### config.mk
export PLATFORM = sky130hd
export DESIGN_NAME = ftr_telemetry_regs
export DESIGN_NICKNAME = d
export VERILOG_FILES = /design/src/design/ftr_pkg.sv /design/src/design/ftr_ahb_front.sv /design/src/design/ftr_snap_bank.sv /design/src/design/ftr_telemetry_regs.sv
export SDC_FILE = /design/constraint.sdc
export NUM_CORES = 1
export LEC_CHECK = 0
export ABC_AREA = 1
export CAP_MARGIN = 5
export CORE_MARGIN = 4
export CORE_UTILIZATION = 40
export CTS_BUF_LIST = sky130_fd_sc_hd__clkbuf_8
export DETAILED_ROUTE_END_ITERATION = 7
export DONT_BUFFER_PORTS = 1
export GPL_ROUTABILITY_DRIVEN = 1
export GPL_TIMING_DRIVEN = 0
export SYNTH_ARGS = -nofsm -noshare
export SYNTH_HDL_FRONTEND = slang
export SYNTH_SLANG_ARGS = --single-unit
### constraint.sdc
create_clock -name hclk -period 1.4 [get_ports hclk]
set_input_delay 0.28 -clock hclk [delete_from_list [all_inputs] [get_ports hclk]]
set_output_delay 0.28 -clock hclk [all_outputs]
set_load 0.01 [all_outputs]
### src/design/ftr_pkg.sv
// package: register map, field layout and reset values of the telemetry bank
package ftr_pkg;

	// ----------------------------------------------------------------
	// data format
	// ----------------------------------------------------------------
	localparam int DATA_W = 32;
	localparam int FRAC_BITS = 27; // every value is signed, 27 fractional bits
	localparam int NUM_TEL = 8;
	localparam logic [31:0] TEL_RESET = 32'h0000_0000;
	localparam int CLK_HZ = 25_000_000;

	// ----------------------------------------------------------------
	// register indices as printed; byte address is four times the index
	// ----------------------------------------------------------------
	localparam logic [11:0] IDX_SINE = 12'h04ba;
	localparam logic [11:0] IDX_COSINE = 12'h04bc;
	localparam logic [11:0] IDX_ALPHA_CUR = 12'h04d4;
	localparam logic [11:0] IDX_BETA_CUR = 12'h04d6;
	localparam logic [11:0] IDX_ALPHA_VOLT = 12'h04d8;
	localparam logic [11:0] IDX_BETA_VOLT = 12'h04da;
	localparam logic [11:0] IDX_DIRECT_CUR = 12'h04e4;
	localparam logic [11:0] IDX_QUAD_CUR = 12'h04e6;
	localparam logic [11:0] IDX_CTRL = 12'h04f0;
	localparam logic [11:0] IDX_STATUS = 12'h04f2;

	// ----------------------------------------------------------------
	// slot numbers inside the snapshot bank
	// ----------------------------------------------------------------
	localparam int SLOT_SINE = 0;
	localparam int SLOT_COSINE = 1;
	localparam int SLOT_ALPHA_CUR = 2;
	localparam int SLOT_BETA_CUR = 3;
	localparam int SLOT_ALPHA_VOLT = 4;
	localparam int SLOT_BETA_VOLT = 5;
	localparam int SLOT_DIRECT_CUR = 6;
	localparam int SLOT_QUAD_CUR = 7;

	// ----------------------------------------------------------------
	// control and status fields
	// ----------------------------------------------------------------
	localparam int CTRL_FREEZE_BIT = 0; // hold the snapshot while set
	localparam int CTRL_CLEAR_BIT = 1; // write 1: zero the snapshot, self clearing
	localparam logic [1:0] CTRL_RESET = 2'h0;
	localparam int STAT_COUNT_W = 16; // bits 15:0 capture counter
	localparam int STAT_VALID_BIT = 16;
	localparam int STAT_FROZEN_BIT = 17;
	localparam logic [15:0] COUNT_RESET = 16'h0000;

	// ----------------------------------------------------------------
	// bus encodings
	// ----------------------------------------------------------------
	localparam logic [2:0] HSIZE_WORD = 3'h2;
	localparam logic HRESP_OKAY = 1'b0;

endpackage : ftr_pkg

### src/design/ftr_ahb_front.sv
// module: ahb-lite slave front end, one wait state on reads, none on writes
module ftr_ahb_front #(
	parameter int ADDR_W = 16
) (
	input wire logic hclk,
	input wire logic hresetn,
	input wire logic hsel,
	input wire logic [ADDR_W-1:0] haddr,
	input wire logic [1:0] htrans,
	input wire logic hwrite,
	input wire logic [2:0] hsize,
	input wire logic hready,
	input wire logic [31:0] rd_data,
	output logic hreadyout,
	output logic [31:0] hrdata,
	output logic hresp,
	output logic rd_take,
	output logic wr_en,
	output logic [ADDR_W-1:0] addr
);

	logic take;
	logic rd_pend_ff;
	logic wr_pend_ff;
	logic [ADDR_W-1:0] addr_ff;
	logic hreadyout_ff;
	logic [31:0] hrdata_ff;

	// address phase accepted on nonseq or seq with hready high
	assign take = hsel & hready & htrans[1];
	assign rd_take = take & ~hwrite;
	assign wr_en = wr_pend_ff; // write strobe lasts the whole data phase
	assign addr = addr_ff;
	assign hreadyout = hreadyout_ff;
	assign hrdata = hrdata_ff;
	assign hresp = ftr_pkg::HRESP_OKAY;

	// latch the address phase
	always_ff @(posedge hclk or negedge hresetn) begin
		if (!hresetn) begin
			addr_ff <= '0;
			rd_pend_ff <= 1'b0;
			wr_pend_ff <= 1'b0;
		end else begin
			if (take) begin
				addr_ff <= haddr;
			end
			rd_pend_ff <= rd_take;
			wr_pend_ff <= take & hwrite & (hsize == ftr_pkg::HSIZE_WORD); // narrow writes dropped
		end
	end

	// read: stall one cycle, then present registered data
	always_ff @(posedge hclk or negedge hresetn) begin
		if (!hresetn) begin
			hreadyout_ff <= 1'b1;
			hrdata_ff <= 32'h0000_0000;
		end else begin
			if (rd_take) begin
				hreadyout_ff <= 1'b0;
			end else if (rd_pend_ff) begin
				hreadyout_ff <= 1'b1;
				hrdata_ff <= rd_data;
			end
		end
	end

endmodule : ftr_ahb_front

### src/design/ftr_snap_bank.sv
// module: snapshot bank capturing all telemetry words in one edge
module ftr_snap_bank #(
	parameter int NUM = 8,
	parameter int W = 32
) (
	input wire logic hclk,
	input wire logic hresetn,
	input wire logic capture,
	input wire logic clear,
	input wire logic [NUM-1:0][W-1:0] din,
	output logic [NUM-1:0][W-1:0] dout
);

	logic [W-1:0] mem_ff [NUM];

	// every slot is written by the same edge, so a read never sees a mix
	always_ff @(posedge hclk or negedge hresetn) begin
		if (!hresetn) begin
			for (int i = 0; i < NUM; i++) begin
				mem_ff[i] <= ftr_pkg::TEL_RESET;
			end
		end else if (capture) begin
			for (int i = 0; i < NUM; i++) begin
				mem_ff[i] <= din[i];
			end
		end else if (clear) begin
			for (int i = 0; i < NUM; i++) begin
				mem_ff[i] <= ftr_pkg::TEL_RESET;
			end
		end
	end

	// flatten for the reader
	always_comb begin
		for (int i = 0; i < NUM; i++) begin
			dout[i] = mem_ff[i];
		end
	end

endmodule : ftr_snap_bank

### src/design/ftr_telemetry_regs.sv
// module: read-only telemetry register bank of the field-oriented motor controller
//
// Design decision made here: the AHB-Lite register port.
module ftr_telemetry_regs #(
	parameter int ADDR_W = 16
) (
	input wire logic hclk,
	input wire logic hresetn,
	input wire logic hsel,
	input wire logic [ADDR_W-1:0] haddr,
	input wire logic [1:0] htrans,
	input wire logic hwrite,
	input wire logic [2:0] hsize,
	input wire logic hready,
	input wire logic [31:0] hwdata,
	output logic hreadyout,
	output logic [31:0] hrdata,
	output logic hresp,
	input wire logic tel_valid,
	input wire logic [31:0] tel_commutation_sine,
	input wire logic [31:0] tel_commutation_cosine,
	input wire logic [31:0] tel_alpha_axis_current,
	input wire logic [31:0] tel_beta_axis_current,
	input wire logic [31:0] tel_alpha_axis_voltage,
	input wire logic [31:0] tel_beta_axis_voltage,
	input wire logic [31:0] tel_direct_axis_current,
	input wire logic [31:0] tel_quadrature_axis_current
);

	// ----------------------------------------------------------------
	// declarations
	// ----------------------------------------------------------------
	logic rd_take;
	logic wr_en;
	logic [ADDR_W-1:0] addr;
	logic [11:0] idx;
	logic [31:0] rd_data;
	logic capture;
	logic clear_req;
	logic freeze_ff;
	logic clear_ff;
	logic valid_ff;
	logic [15:0] count_ff;
	logic [ftr_pkg::NUM_TEL-1:0][31:0] tel_in;
	logic [ftr_pkg::NUM_TEL-1:0][31:0] snap;

	// word index from byte address
	function automatic logic [11:0] word_idx(input logic [ADDR_W-1:0] a);
		logic [ADDR_W-1:0] s;
		s = a >> 2;
		return s[11:0];
	endfunction : word_idx

	// telemetry inputs into bank slot order
	assign tel_in[ftr_pkg::SLOT_SINE] = tel_commutation_sine;
	assign tel_in[ftr_pkg::SLOT_COSINE] = tel_commutation_cosine;
	assign tel_in[ftr_pkg::SLOT_ALPHA_CUR] = tel_alpha_axis_current;
	assign tel_in[ftr_pkg::SLOT_BETA_CUR] = tel_beta_axis_current;
	assign tel_in[ftr_pkg::SLOT_ALPHA_VOLT] = tel_alpha_axis_voltage;
	assign tel_in[ftr_pkg::SLOT_BETA_VOLT] = tel_beta_axis_voltage;
	assign tel_in[ftr_pkg::SLOT_DIRECT_CUR] = tel_direct_axis_current;
	assign tel_in[ftr_pkg::SLOT_QUAD_CUR] = tel_quadrature_axis_current;

	// ----------------------------------------------------------------
	// bus front end
	// ----------------------------------------------------------------
	ftr_ahb_front #(
		.ADDR_W(ADDR_W)
	) u_front (
		.hclk(hclk),
		.hresetn(hresetn),
		.hsel(hsel),
		.haddr(haddr),
		.htrans(htrans),
		.hwrite(hwrite),
		.hsize(hsize),
		.hready(hready),
		.rd_data(rd_data),
		.hreadyout(hreadyout),
		.hrdata(hrdata),
		.hresp(hresp),
		.rd_take(rd_take),
		.wr_en(wr_en),
		.addr(addr)
	);

	assign idx = word_idx(addr);

	// ----------------------------------------------------------------
	// snapshot bank
	// ----------------------------------------------------------------
	// new sample lands only when not frozen; all words in one edge
	assign capture = tel_valid & ~freeze_ff;
	assign clear_req = clear_ff & ~capture;

	ftr_snap_bank #(
		.NUM(ftr_pkg::NUM_TEL),
		.W(ftr_pkg::DATA_W)
	) u_bank (
		.hclk(hclk),
		.hresetn(hresetn),
		.capture(capture),
		.clear(clear_ff),
		.din(tel_in), // raw signed words, no rescaling
		.dout(snap)
	);

	// ----------------------------------------------------------------
	// control register: freeze and clear
	// ----------------------------------------------------------------
	always_ff @(posedge hclk or negedge hresetn) begin
		if (!hresetn) begin
			freeze_ff <= ftr_pkg::CTRL_RESET[ftr_pkg::CTRL_FREEZE_BIT];
			clear_ff <= ftr_pkg::CTRL_RESET[ftr_pkg::CTRL_CLEAR_BIT];
		end else begin
			if (wr_en && idx == ftr_pkg::IDX_CTRL) begin
				freeze_ff <= hwdata[ftr_pkg::CTRL_FREEZE_BIT];
				clear_ff <= hwdata[ftr_pkg::CTRL_CLEAR_BIT];
			end else begin
				clear_ff <= 1'b0; // one-cycle clear pulse
			end
		end
	end

	// status: capture counter and valid flag; capture beats clear
	always_ff @(posedge hclk or negedge hresetn) begin
		if (!hresetn) begin
			count_ff <= ftr_pkg::COUNT_RESET;
			valid_ff <= 1'b0;
		end else begin
			if (capture) begin
				count_ff <= count_ff + 16'h0001;
				valid_ff <= 1'b1;
			end else if (clear_req) begin
				valid_ff <= 1'b0;
			end
		end
	end

	// ----------------------------------------------------------------
	// read mux; writes to telemetry indices are ignored
	// ----------------------------------------------------------------
	always_comb begin
		rd_data = 32'h0000_0000;
		unique case (idx)
			ftr_pkg::IDX_SINE: rd_data = snap[ftr_pkg::SLOT_SINE];
			ftr_pkg::IDX_COSINE: rd_data = snap[ftr_pkg::SLOT_COSINE];
			ftr_pkg::IDX_ALPHA_CUR: rd_data = snap[ftr_pkg::SLOT_ALPHA_CUR];
			ftr_pkg::IDX_BETA_CUR: rd_data = snap[ftr_pkg::SLOT_BETA_CUR];
			ftr_pkg::IDX_ALPHA_VOLT: rd_data = snap[ftr_pkg::SLOT_ALPHA_VOLT];
			ftr_pkg::IDX_BETA_VOLT: rd_data = snap[ftr_pkg::SLOT_BETA_VOLT];
			ftr_pkg::IDX_DIRECT_CUR: rd_data = snap[ftr_pkg::SLOT_DIRECT_CUR];
			ftr_pkg::IDX_QUAD_CUR: rd_data = snap[ftr_pkg::SLOT_QUAD_CUR];
			ftr_pkg::IDX_CTRL: begin
				rd_data[ftr_pkg::CTRL_FREEZE_BIT] = freeze_ff;
			end
			ftr_pkg::IDX_STATUS: begin
				rd_data[ftr_pkg::STAT_COUNT_W-1:0] = count_ff;
				rd_data[ftr_pkg::STAT_VALID_BIT] = valid_ff;
				rd_data[ftr_pkg::STAT_FROZEN_BIT] = freeze_ff;
			end
			default: rd_data = 32'h0000_0000; // unmapped reads as zero
		endcase
	end
endmodule : ftr_telemetry_regs

Word level (Yosys, flattened, before mapping)
Index checks and enable logic that the tools add are counted.
{ "totals": {"ff_bits": 324, "in_bits": 315, "output_inout_bits": 34, "wordCells": 55} }
{ "classes": {"addsub": 1, "eq_ne": 11, "mux": 10, "n_bitwise": 11, "n_reduce_logical": 5} }
{ "ops": {"columns": ["cell", "count"], "rows": [
  ["$mux W256", 2],
  ["$pmux W17 S9", 1],
  ["$eq A12 B11 Y1 const B", 10],
  ["$pmux W14 S8", 1],
  ["$add A16 B1 Y16 const B", 1],
  ["$pmux W1 S10", 1],
  ["$and A1 B1 Y1", 7],
  ["$reduce_bool A2 Y1", 3],
  ["$mux W1", 5],
  ["$not A1 Y1", 4],
  ["$eq A3 B2 Y1 const B", 1],
  ["$reduce_and A2 Y1", 1],
  ["$logic_and A1 B1 Y1", 1]
]} }

Depth between registers and ports, before layout
{ "logic_depth": {"depth_word": 6, "ltp_mapped": 11} }

By module
A second synthesis with hierarchy kept.
{ "unflattened": {"hier_cells": 2053, "hier_area_um2": 15672.5} }
{ "by_module_without_submodules": {"columns": ["module", "n_inst", "cells_per_inst", "area_each_um2", "seq_area_each_um2"], "rows": [
  ["ftr_snap_bank", 1, 1082, 9655.5, 6406.1],
  ["ftr_telemetry_regs", 1, 751, 4010.1, 475.5],
  ["ftr_ahb_front", 1, 220, 2006.9, 1277.5]
]} }

Worst setup path after synthesis
OpenSTA, ideal clock, no wires.
{ "synth_path": {"path_kind": "register to register", "start": "register u_front.addr_ff[5], in the netlist u_front.addr[5]", "end": "register u_front.hrdata_ff[21], in the netlist u_front.hrdata[21]", "setup_ps": 66, "arrival_time_ps": 1354, "required_ps": 1334, "path_slack_ps": -19, "stages_incl_launch_ff": 12, "n_path_buf": 2, "synth_period_minus_slack_ps": 1419, "path_cell_list": "dfrtp_1 > inv_2 > nand2_2 > nor2_4 > buf_6 > nand3_4 > buf_6 > o21ai_1 > nor2_1 > nand2_1 > nand2_1 > nand2_1"} }
{ "synth_via": {"elab_chain_len": 2, "elab_cells_between_ends": 9} }
{ "synth_lines": {"columns": ["element", "line", "text"], "rows": [
  ["from (decl)", "ftr_ahb_front.sv:25", "logic [ADDR_W-1:0] addr_ff;"],
  ["from (signal assigned)", "ftr_ahb_front.sv:46", "addr_ff <= haddr;"],
  ["$eq A12 B11 Y1", "ftr_telemetry_regs.sv:145", "unique case (idx)"],
  ["$pmux W14 S8 *", "ftr_telemetry_regs.sv:145", null],
  ["to (signal assigned)", "ftr_ahb_front.sv:63", "hrdata_ff <= rd_data;"],
  ["to (decl)", "ftr_ahb_front.sv:27", "logic [31:0] hrdata_ff;"]
]} }
Mark *: on every way between the ends. The rest lies on a longest branch, timed or not.
A chain may end at the register's enable or synchronous reset.

Worst setup path after layout
{ "layout_path": {"start": "register u_front.addr_ff[3], in the netlist u_front.addr[3]", "end": "register u_front.hrdata_ff[16], in the netlist u_front.hrdata[16]"} }
{ "layout_via": {"elab_chain_len": 2, "elab_cells_between_ends": 10} }
{ "layout_lines": {"columns": ["element", "line"], "rows": [
  ["$eq A12 B11 Y1", "ftr_telemetry_regs.sv:145"],
  ["$pmux W17 S9 *", "ftr_telemetry_regs.sv:145"]
]} }
Marks and branches as above.

==> key figures <==
Place
  • RD Place Congestion: slightly above 0.9
  • DP HPWL: about 41 mm
  • Post-place instance area: around 16,000 um^2
  • Port bufs: 0

Detailed routing
  • TritonRoute pass-1 iters: 5
  • Routed wire length per instance: between 20 and 25 um
  • Drt via density: 5.434
  • Initial DRC Count: roughly 1,400
  • DRT Wirelength: around 67 mm
  • Via count: roughly 16,000
  • ANT nets after route: 0
  • DR DRC count: 0

Power and ir drop
  • Pwr/cell area: slightly above 1000 nW/um^2
  • Worst vdd rail ir drop: 0.9223 mV
  • Leakage: approximately 12 nW

Final layout
  • Commonest non-fill, non-tap cell in the layout: nand2_1
  • Fin area: 24,580 um^2
  • Final nets: 2,676
  • Fillers: 2,878
  • Most frequent cells in the layout: nand2_1, dfrtp_1, inv_1
  • Layout cell share with drive strength beyond 1: between 30% and 40%
  • Layout area overhead: 59.88%

Floorplanning
  • IO Pins: about 350
  • Initial Util: about two fifths
  • FP Rows: between 70 and 80
  • Die Ht: between 200 and 250 um
  • Die Wd: roughly 200 um
  • DIE AREA: 41,630 um^2
  • Total core area: roughly 38,000 um^2

Yosys
  • Post-synthesis instance total: 1,908
  • Syn_nets: 2,224
  • Ys Warns: 0
  • Ranking of synthesized cells by area: dfrtp_1, nand2_1, o21ai_0
  • Area share of the largest cell type after synthesis: approximately 52%
  • Post-synth cell types: 33
  • Seq cells post-synth: roughly 320
  • Register area share after synthesis: 52.42%
  • Syn_area_per_cell: just over 8 um^2
  • Cell taking the most area after synthesis: dfrtp_1
  • Synth Cell Area: 15,370 um^2

CTS
  • Hold buffers post-CTS: around 280
  • CTS Root Cell: clkbuf_8
  • TritonCTS buffer count: 58
  • Clock transition at path regs: roughly 0.070 ns
  • # clock sinks: ~320
  • TritonCTS clock tree: built
  • Worst-Skew Late Latency: 0.67 ns
  • H-Tree Depth: 2
  • CTS max path bufs: 3

Global route
  • Largest net degree at the start of global routing: roughly 320
  • Grt met1 use: about two fifths
  • Met2 usage: around 47%
  • Gr busiest metal: met2
  • Gr usage total: between 20 and 30%
  • Number of global-route vias before repair: between 15,000 and 20,000
  • Met3 usage in global routing: ~5.4%
  • Initial antenna violation count: 6
  • Global-route wire length before repair: about 92 mm
  • Total grt overflow: 0

STA
  • Achievable clock frequency: 562.5 MHz
  • Slew @ Worst Pin: 0.7733 ns
  • Clock Skew: 0.03365 ns
  • Max Slew Vio Count: 0
  • Final min period: 1.778 ns
  • RSZ-0062 raised after global routing: true
  • Slew headroom: about 48%
  • Setup slack after layout: -0.3778 ns
  • Final Hold Fails: about 320
  • Final worst-path cycle share: 127.0%
  • # setup viols final: roughly 300
  • Worst Hold Slack: -0.6315 ns

Critical path
  • Critical path required time: roughly 2 ns
  • Reg2Reg Launch Point: u_front.addr[3]$_DFFE_PN0P_
  • Critical-path maximum fanout: 10
  • Arr. time, crit path: between 2 and 2.5 ns
  • CP startpoint kind: register
  • Setup CP Type: register to register
  • Crit path capture type: register
  • Reg-to-Reg End: u_front.hrdata[16]$_DFFE_PN0P_
  • R2R cell count: 11
  • Flop2flop setup slack: -0.38 ns

Outcome
  • Violated checks: negative hold slack, negative setup slack
  • Status: finished, violations left

Flow run
  • MaxCap Viol Count: 0

Worst hold path
  • Worst min path class: input port to asynchronous set/reset pin
-- metal layers --
metal / up-vias / wire [um]
li1: 7069 / -
met1: 7859 / 26840
met2: 798 / 32110
met3: 197 / 5217
met4: 4 / 2781
met5: - / 22
-- worst max-delay path by stage --
stage                                          end  slack (ns)                    startpoint
floorplan           u_front.hrdata[18]$_DFFE_PN0P_      -0.001  u_front.addr[13]$_DFFE_PN0P_
global placement       u_bank.dout[13]$_DFFE_PN0P_       -0.95         freeze_ff$_DFFE_PN0N_
detailed placement     u_bank.dout[22]$_DFFE_PN0P_       -0.97         freeze_ff$_DFFE_PN0N_
CTS                 u_front.hrdata[19]$_DFFE_PN0P_       -0.40  u_front.addr[12]$_DFFE_PN0P_
global route         u_front.hrdata[7]$_DFFE_PN0P_       -0.44   u_front.addr[3]$_DFFE_PN0P_
finish              u_front.hrdata[16]$_DFFE_PN0P_       -0.38   u_front.addr[3]$_DFFE_PN0P_
-- what timing repair did --
action,in CTS,in global routing
pin swaps,25,58
cloned,19,33
buffers inserted,35,33
hold endpoints to repair,598,322
gates resized for setup,641,432
endpoints found under the setup margin,315,309
-- worst max-delay path: stages, from the launching register on --
cell and delay [ns]:
dfrtp_1 0.44, inv_2 0.12, nand2_4 0.10, nor2_4 0.18, buf_12 0.15, buf_6 0.16, nand4_1 0.12, nand2_2 0.13
nor2_1 0.07, nand3_1 0.09, nand2_1 0.06, nand2_1 0.09
-- synthesized netlist by cell type --
master,n
dfstp_2,1
ha_1,1
nand2_1,484
xor2_1,9
nand3_4,3
nor2_1,94
nand2_2,6
nor4_1,1
nand3_1,70
nor2_8,3
xnor2_1,4
mux2_2,2
nor2_2,1
conb_1,1
nor3_1,1
o21ai_1,21
nand3_2,2
clkbuf_1,59
inv_2,7
dfrtp_1,321
nor3_2,2
buf_6,11
nand4_1,152
clkinv_2,1
or2_4,1
a21oi_1,15
buf_4,18
o21ai_0,293
inv_1,279
buf_2,37
clkbuf_2,1
nand2_4,2
nor2_4,5
-- registers in the layout (all words and copies together) (netlist names) --
signal              flops
u_front.hrdata         32
u_front.rd_pend_ff      1
freeze_ff               1
u_front.addr           12
u_bank.dout           256
u_front.hreadyout       1
valid_ff                1
u_front.wr_en           1
clear_ff                1
count_ff               16
-- final cells by class --
| type | instances | area (um^2) | area share, % |
|---|---|---|---|
| plain buffers | 122 | 1722 | 7.005 |
| flip-flops and latches | 322 | 8071 | 32.84 |
| diodes | 13 | 32.53 | 0.1324 |
| well taps | 511 | 639.4 | 2.601 |
| inverters | 287 | 1087 | 4.424 |
| multi-input cells | 1173 | 7109 | 28.92 |
| clock buffers | 79 | 1087 | 4.424 |
| repair buffers | 396 | 4668 | 18.99 |
| clock inverters | 28 | 161.4 | 0.6567 |
-- per-stage QoR --
| stage | TNS (ns) | utilization (%) | power, W | instances | setup WS, ns |
|---|---|---|---|---|---|
| 2_1_floorplan | -0.003816 | - | 0.01254 | 1908 | -0.001351 |
| 3_3_place_gp | -169.95 | 42.47 | 0.01317 | 2419 | -0.9481 |
| 3_5_place_dp | -171.97 | 42.47 | 0.01325 | 2419 | -0.9745 |
| 4_1_cts | -25.26 | 58.95 | 0.02444 | 2858 | -0.4004 |
| 5_1_grt | -57.89 | 65.04 | 0.02645 | 2922 | -0.4440 |
| 6_report | -47.69 | 65.10 | 0.02556 | 2931 | -0.3778 |
-- cells by family after synthesis --
| logic type | share of synthesized area (%) |
|---|---|
| mux | 0.1465 |
| xor+xnor | 0.7406 |
| buf+inv | 11.38 |
| other cells | 0.02439 |
| fa+ha+maj | 0.08137 |
| simple gates | 24.50 |
| compound gates | 10.71 |
| flops | 52.42 |
-- report_power, final --
group | switching, W | leakage, nW | total [W] | internal, W
Sequential | 0.000654 | 4.00 | 0.0110 | 0.0104
Clock | 0.00421 | 0.731 | 0.00956 | 0.00535
Combinational | 0.00254 | 7.05 | 0.00496 | 0.00242
Note: power is estimated with default switching activity, not from simulation.
